==> src/common/see_defines.svh <==
`ifndef SEE_DEFINES_SVH
`define SEE_DEFINES_SVH
// ----------------------------------------
// Timing
// ----------------------------------------
`define SEE_CLK_NS 50
`define SEE_PD_SETTLE_NS 3000
`define SEE_RELEASE_NS 3000
`define SEE_PD_SETTLE_CYC ((`SEE_PD_SETTLE_NS+`SEE_CLK_NS-1)/`SEE_CLK_NS)
`define SEE_RELEASE_CYC ((`SEE_RELEASE_NS+`SEE_CLK_NS-1)/`SEE_CLK_NS)
// ----------------------------------------
// Link framing
// ----------------------------------------
`define SEE_OPC_BITS 8
`define SEE_ADDR_BITS 24
`define SEE_PD_OP 8'hA5
`define SEE_SIG_OP 8'h5A
`define SEE_SIGNATURE 8'h3C
`endif

==> src/common/see_pkg.sv <==
package see_pkg;
    typedef enum logic [2:0] {
        SEE_IDLE, SEE_OPC, SEE_DUMMY, SEE_SIG, SEE_IGN
    } see_ph_t;
    typedef enum logic [1:0] {
        SEE_STANDBY, SEE_SETTLE, SEE_PD, SEE_REL
    } see_pw_t;
    typedef struct packed {
        logic cs_n;
        logic sck;
        logic si;
        logic hold_n;
        logic wp_n;
    } see_pins_t;
    typedef struct packed {
        see_pins_t m;
        see_pins_t s;
        logic cs_d;
        logic sck_d;
        logic paused;
        logic pend;
        see_ph_t ph;
        see_pw_t pw;
        logic [4:0] cnt;
        logic [7:0] sr;
        logic [2:0] sig_i;
        logic so;
        logic [15:0] tmr;
        logic cmd_v;
        logic wr_go;
        logic wel_clr;
    } see_st_t;
endpackage

==> src/rtl/see_front.sv <==
`timescale 1ns/1ps
`include "see_defines.svh"
module see_front #(
    parameter int ADDR_BITS = `SEE_ADDR_BITS,
    parameter bit DENSE = 1'b1,
    parameter logic [7:0] PD_OP = `SEE_PD_OP,
    parameter logic [7:0] SIG_OP = `SEE_SIG_OP,
    // Signature value is arbitrary
    parameter logic [7:0] SIGNATURE = `SEE_SIGNATURE
) (
    input wire logic clock,
    input wire logic rst,
    input see_pkg::see_pins_t pins,
    input wire logic busy,
    input wire logic wr_arm,
    input wire logic status_seq,
    input wire logic protect_pin_enable,
    output logic so,
    output logic so_oe,
    output logic [7:0] cmd_byte,
    output logic cmd_valid,
    output logic wr_start,
    output logic wel_clear,
    output logic status_wr_block,
    output logic deep_pd,
    output logic releasing
);
    import see_pkg::*;

    localparam int TDP_I = `SEE_PD_SETTLE_CYC;
    localparam int REL_I = `SEE_RELEASE_CYC;
    localparam logic [15:0] TDP_C = 16'(TDP_I);
    localparam logic [15:0] REL_C = 16'(REL_I);
    localparam logic [4:0] OPC_LAST = 5'(`SEE_OPC_BITS - 1);
    localparam logic [4:0] OPC_DONE = 5'(`SEE_OPC_BITS);
    localparam logic [4:0] ADR_LAST = 5'(ADDR_BITS - 1);

    see_st_t q;
    see_st_t n;
    logic sel;
    logic cs_rise;
    logic cs_fall;
    logic sck_rise;
    logic sck_fall;
    logic blocked;
    logic [7:0] op;

    // ----------------------------------------
    // Edge detection on synchronised pins
    // ----------------------------------------
    assign sel = !q.s.cs_n;
    assign cs_rise = q.s.cs_n && !q.cs_d;
    assign cs_fall = !q.s.cs_n && q.cs_d;
    // Paused link sees no clock edges
    assign sck_rise = sel && !q.paused && q.s.sck && !q.sck_d;
    assign sck_fall = sel && !q.paused && !q.s.sck && q.sck_d;
    assign op = {q.sr[6:0], q.s.si};
    // Dense parts honour the pin only with the enable bit set; others always do
    assign status_wr_block = DENSE && protect_pin_enable
        && !q.s.wp_n;
    assign blocked = (!DENSE && !q.s.wp_n)
        || (status_seq && status_wr_block);

    always_comb begin
        n = q;
        n.m = pins;
        n.s = q.m;
        n.cs_d = q.s.cs_n;
        n.sck_d = q.s.sck;
        n.cmd_v = 1'b0;
        n.wr_go = 1'b0;
        // Never touches a cycle already running
        n.wel_clr = !DENSE && !q.s.wp_n && !busy;

        // ----------------------------------------
        // Hold pause
        // ----------------------------------------
        if (!sel) begin
            n.paused = 1'b0;
            n.pend = 1'b0;
        end else if (!q.paused) begin
            if (!q.s.hold_n && !q.s.sck) begin
                n.paused = 1'b1;
            end else if (!q.s.hold_n || q.pend) begin
                // Clock high: wait for the falling edge
                n.pend = 1'b1;
                if (!q.s.sck && q.sck_d) begin
                    n.paused = 1'b1;
                    n.pend = 1'b0;
                end
            end
        end else if (q.s.hold_n && !q.s.sck) begin
            n.paused = 1'b0;
        end

        // ----------------------------------------
        // Power state timers
        // ----------------------------------------
        if (q.tmr != 16'h0000) begin
            n.tmr = q.tmr - 16'h0001;
        end
        unique case (q.pw)
            SEE_STANDBY: ;
            SEE_PD: ;
            SEE_SETTLE: begin
                if (q.tmr == 16'h0001) begin
                    n.pw = SEE_PD;
                end
            end
            SEE_REL: begin
                if (q.tmr == 16'h0001) begin
                    n.pw = SEE_STANDBY;
                end
            end
        endcase

        // ----------------------------------------
        // Command framing
        // ----------------------------------------
        if (cs_fall) begin
            // Only a select edge opens a frame
            n.ph = SEE_OPC;
            n.cnt = 5'h00;
        end else if (cs_rise) begin
            if (q.ph == SEE_OPC && q.cnt == OPC_DONE && q.sr == PD_OP
                && q.pw == SEE_STANDBY && !busy) begin
                n.pw = SEE_SETTLE;
                n.tmr = TDP_C;
            end else if ((q.ph == SEE_DUMMY || q.ph == SEE_SIG)
                && (q.pw == SEE_PD || q.pw == SEE_SETTLE)) begin
                n.pw = SEE_REL;
                n.tmr = REL_C;
            end
            if (wr_arm && q.pw == SEE_STANDBY && !blocked && !busy) begin
                n.wr_go = 1'b1;
            end
            // Partial bytes are dropped
            n.ph = SEE_IDLE;
            n.cnt = 5'h00;
        end else if (sck_rise) begin
            unique case (q.ph)
                SEE_IDLE: ;
                SEE_SIG: ;
                SEE_IGN: ;
                SEE_OPC: begin
                    n.sr = op;
                    n.cnt = q.cnt + 5'h01;
                    if (q.cnt == OPC_DONE) begin
                        n.ph = SEE_IGN;
                    end else if (q.cnt == OPC_LAST) begin
                        if (op == SIG_OP) begin
                            if (q.pw != SEE_STANDBY || !busy) begin
                                n.ph = SEE_DUMMY;
                                n.cnt = 5'h00;
                            end else begin
                                n.ph = SEE_IGN;
                            end
                        end else if (q.pw != SEE_STANDBY) begin
                            n.ph = SEE_IGN;
                        end else if (op != PD_OP) begin
                            n.cmd_v = 1'b1;
                            n.ph = SEE_IGN;
                        end
                    end
                end
                SEE_DUMMY: begin
                    // Address value is only counted
                    n.cnt = q.cnt + 5'h01;
                    if (q.cnt == ADR_LAST) begin
                        n.ph = SEE_SIG;
                        n.sig_i = 3'h7;
                    end
                end
            endcase
        end else if (sck_fall && q.ph == SEE_SIG) begin
            n.so = SIGNATURE[q.sig_i];
            // Index wraps so the byte repeats
            n.sig_i = q.sig_i - 3'h1;
        end
    end

    always_ff @(posedge clock) begin
        if (rst) begin
            q <= '0;
            q.m <= 5'h1F;
            q.s <= 5'h1F;
            q.cs_d <= 1'b1;
            q.pw <= SEE_STANDBY;
            q.ph <= SEE_IDLE;
        end else begin
            q <= n;
        end
    end

    // ----------------------------------------
    // Outputs
    // ----------------------------------------
    assign so = q.so;
    // Hold low drops the driver even before the pause
    assign so_oe = sel && q.s.hold_n && !q.paused
        && q.ph == SEE_SIG;
    assign cmd_byte = q.sr;
    assign cmd_valid = q.cmd_v;
    assign wr_start = q.wr_go;
    assign wel_clear = q.wel_clr;
    assign deep_pd = q.pw == SEE_PD || q.pw == SEE_SETTLE;
    assign releasing = q.pw == SEE_REL;

    // ----------------------------------------
    // Checks
    // ----------------------------------------
    property p_pd_ign;
        @(posedge clock) disable iff (rst)
        q.cmd_v |-> $past(q.pw) == SEE_STANDBY;
    endproperty
    a_pd_ign: assert property (p_pd_ign)
        else $error("command passed in power-down");

    property p_pd_entry;
        @(posedge clock) disable iff (rst)
        $rose(q.pw == SEE_SETTLE) |->
            $past(q.ph) == SEE_OPC && $past(q.cnt) == OPC_DONE;
    endproperty
    a_pd_entry: assert property (p_pd_entry)
        else $error("power-down without exact deselect");

    property p_settle;
        @(posedge clock) disable iff (rst)
        $rose(q.pw == SEE_SETTLE) && !cs_fall |->
            ##[TDP_I:TDP_I] (q.pw == SEE_PD || q.pw == SEE_REL
            || q.pw == SEE_STANDBY);
    endproperty
    a_settle: assert property (p_settle)
        else $error("settle delay wrong");

    property p_release;
        @(posedge clock) disable iff (rst)
        $rose(q.pw == SEE_REL) |-> $past(q.ph) == SEE_DUMMY
            || $past(q.ph) == SEE_SIG;
    endproperty
    a_release: assert property (p_release)
        else $error("release without signature command");

    property p_reset;
        @(posedge clock)
        $past(rst) |-> q.pw == SEE_STANDBY && !so_oe;
    endproperty
    a_reset: assert property (p_reset)
        else $error("not standby after reset");

    property p_so_edge;
        @(posedge clock) disable iff (rst)
        $changed(q.so) |-> $past(sck_fall) && $past(q.ph) == SEE_SIG;
    endproperty
    a_so_edge: assert property (p_so_edge)
        else $error("output changed off falling edge");

    property p_oe;
        @(posedge clock) disable iff (rst)
        so_oe |-> !q.s.cs_n && q.s.hold_n;
    endproperty
    a_oe: assert property (p_oe)
        else $error("output driven while released");

    property p_wr;
        @(posedge clock) disable iff (rst)
        wr_start |-> $past(cs_rise) && !$past(blocked);
    endproperty
    a_wr: assert property (p_wr)
        else $error("write start without deselect");

    property p_discard;
        @(posedge clock) disable iff (rst)
        cs_rise |=> q.ph == SEE_IDLE && q.cnt == 5'h00;
    endproperty
    a_discard: assert property (p_discard)
        else $error("partial command kept");
endmodule

==> config.mk <==
export PLATFORM = sky130hd
export DESIGN_NAME = see_front
export DESIGN_NICKNAME = d
export VERILOG_FILES = /design/src/common/see_pkg.sv /design/src/rtl/see_front.sv
export VERILOG_INCLUDE_DIRS = /design/src /design/src/common
export SDC_FILE = /design/constraint.sdc
export NUM_CORES = 1
export LEC_CHECK = 0
export BUFFER_PORTS_ARGS = -buffer_cell sky130_fd_sc_hd__buf_4
export CAP_MARGIN = 20
export CORE_MARGIN = 1
export CORE_UTILIZATION = 63
export CTS_CLUSTER_DIAMETER = 40
export DETAILED_ROUTE_END_ITERATION = 16
export PLACE_DENSITY = 0.92
export SETUP_SLACK_MARGIN = 0.2
export SYNTH_ARGS = -nofsm -noshare
export SYNTH_HDL_FRONTEND = slang
export SYNTH_SLANG_ARGS = --single-unit
==> constraint.sdc <==
create_clock -name clock -period 3.6 [get_ports clock]
set_input_delay 0.36 -clock clock [delete_from_list [all_inputs] [get_ports clock]]
set_output_delay 0.36 -clock clock [all_outputs]
set_load 0.03 [all_outputs]
==> flow_metrics.tcl <==
set metrics [dict create \
    ys_top_cells_by_area "dfxtp_1 40%, nor2_1 5.2%, ha_1 4.6%" \
    clockRootBuffer "clkbuf_8" \
    dpl_worst_slack_ns 1.55 \
    clock-sinks 55 \
    ctsHoldBuffers 0 \
    dpl.hpwl_mm 3.66 \
    place_area_sq_um 2900 \
    fin_crit_sh_pct 59.6 \
    synth_fp_nets 323 \
    fin_nets 342 \
    wl_per_cell_microns 14.3 \
    crit_type "reg -> reg" \
    total_power_mw 1.78 \
    ir_drop_v 0.000493 \
    syn_to_final_growth_pct 9.19 \
    crit_path_end_kind "flop" \
    status "finished, final reports clean" \
    power_density_nw_per_um2 595 \
    crit_required_ns 3.79 \
    std_cell_rows 23 \
    r2r_slack_ns 1.45 \
    slowest_stage "dfxtp_1" \
    num_io_pins 27 \
    cap_violations 0 \
    postCtsSetupBuffers 0 \
    grt_start_max_net_pins 34 \
    syn_inst 302 \
    ys_ff_latch 55 \
    min_period_ns 2.15 \
    cts_inserted_buffers 5 \
    rr_endpoint "q[17]" \
    cts.path.max_buffers 2 \
    rsz0062_at_grt "no" \
    antenna_left 0 \
    arrival_ns 2.33 \
    synth_area_leader_cell "dfxtp_1" \
    fin_skew_ns 0.00316 \
    synth_top_area_share_pct 40.2 \
    drive_above_1_share_pct 16.5 \
    grt_use_total_pct 24.5 \
    max_stage_delay_ns 0.47 \
    finalSetupViolations 0 \
    antenna_found_initial 0 \
    slew_headroom_pct 57.3 \
    port_buffers 25 \
    yosysMostFrequentCell "dfxtp_1" \
    cts_resized 0 \
    fp.dieArea_sq_um 4610 \
    synth_cell_types 54 \
    maxSlewViolCount 0 \
    reg2reg_depth 5 \
    min_to "n[46]" \
    dr.pass1.iters 5 \
    final_area_sq_um 2990 \
    fmax_mhz 466 \
    tightest_slew_ns 0.632 \
    vias 2233 \
    synth-seq-area-share_pct 40.2 \
    grt_pass1_vias 1947 \
    fin_util_pct 73.1 \
    drc 0 \
    start_kind "flop" \
    hold_viol_final 0 \
    setup_ws_ns 1.45 \
    leakage_nw 1.21 \
    viasPerCell 6.00 \
    crit_chain "nor3b_1, nand3_1, nor4_2, or3_1, nor2_1" \
    holdPathStages 2 \
    gp_congestion 0.836 \
    diodes 0 \
    yosys_warnings 0 \
    gr-total-overflow 0 \
    clkTransAtPathRegs_ns 0.09 \
    hold_class "in -> reg" \
    drt_wl_total_mm 5.33 \
    dieHeight_microns 67.9 \
    ys.flop_type "dfxtp_1" \
    drt_iter0_drc 203 \
    fin_tns_setup_ns 0 \
    r2r-start "q[38]" \
    cts_tree "done" \
    syn_avg_cell_area_sq_um 9.06 \
    h-tree-depth 2 \
    async_reset_ff_share_pct 0 \
    clkLatencyLatePin_ns 0.30 \
    worstPathMaxFanout 12 \
    hold_start "pins[1]" \
    die_w_microns 67.9 \
    syn_area_sq_um 2740 \
    synth-edff-count 0 \
    grt_pass1_wl_mm 8.54 \
    start_util_pct 67.0 \
    core_sq_um 4090 \
    synthTopCellsByCount "55 x dfxtp_1, 38 x nor2_1, 23 x nand2_1" \
]
==> cell type report <==
cell class	instances	area, sq um
Clock buffer	5	68.8
Clock inverter	3	15.0
Fill cell	294	1100
Inverter	12	45.0
Multi-Input combinational cell	221	1500
Sequential cell	55	1100
Tap cell	50	62.6
Timing Repair Buffer	26	195
==> cell families (layout without fill, tap and decap cells) <==
family                   count (synthesis)  in the layout  share of synthesized area (%)
XOR/XNOR                                14             14                           4.48
buffers and inverters                   26             46                           4.94
multiplexers                            11             11                           4.02
adder cells (fa/ha/maj)                 10             10                           4.57
AND/OR/NAND/NOR                        144            144                           31.2
AO/OA/AOI/OAI                           41             41                           10.4
flip-flops                              55             55                           40.2
other                                    1              1                          0.137
==> critical path, delay by kind of cell (launching register included) <==
kind / cells / cell delay, ns
AND/OR/NAND/NOR: 5 / 1.55
flip-flops: 1 / 0.47
==> metrics by stage <==
step	cells	hold slack (ns)
final	372	0.231
after CTS	372	0.229
after global routing	372	0.221
after detailed placement	364	0.395
after global placement	364	0.391
after floorplan	302	0.389
==> metal layers <==
layer	wire, microns	track usage [%]
met1	2410	30.6
met2	2520	41.2
met3	330	6.00
met4	68	7.55
met5	0	0
==> sequential cells by signal, indices dropped and copies added (netlist names), named ones only <==
signal,count
op,1
cmd_valid,1
n,7
cmd_byte,8
so,1
q,35
wr_start,1
==> how the worst max path moves through the flow <==
stage / slack [ns] / to / start
floorplan: 1.83 / q[10] / q[31]
global placement: 1.61 / q[4] / cmd_byte[5]
detailed placement: 1.55 / q[17] / q[31]
CTS: 1.52 / q[17] / q[38]
global route: 1.20 / q[17] / q[38]
finish: 1.45 / q[17] / q[38]
==> report_power, final <==
| group | internal, mW | switching (mW) |
|---|---|---|
| Clock | 0.134 | 0.195 |
| Sequential | 0.691 | 0.0938 |
| Combinational | 0.308 | 0.356 |
| Total | 1.13 | 0.645 |
==> layout by cell type (no fill, tap or decap), types with 7 or more instances in the layout <==
cell type and n:
buf_4 26, ha_1 10, nor2_1 38, xnor2_1 9, nor3_1 8, inv_1 12
nor4_1 7, nand2b_1 9, a21oi_1 10, dfxtp_1 55, or2_2 10, nand2_1 23
mux2i_1 11
Note: power is estimated with default switching activity, not from simulation.
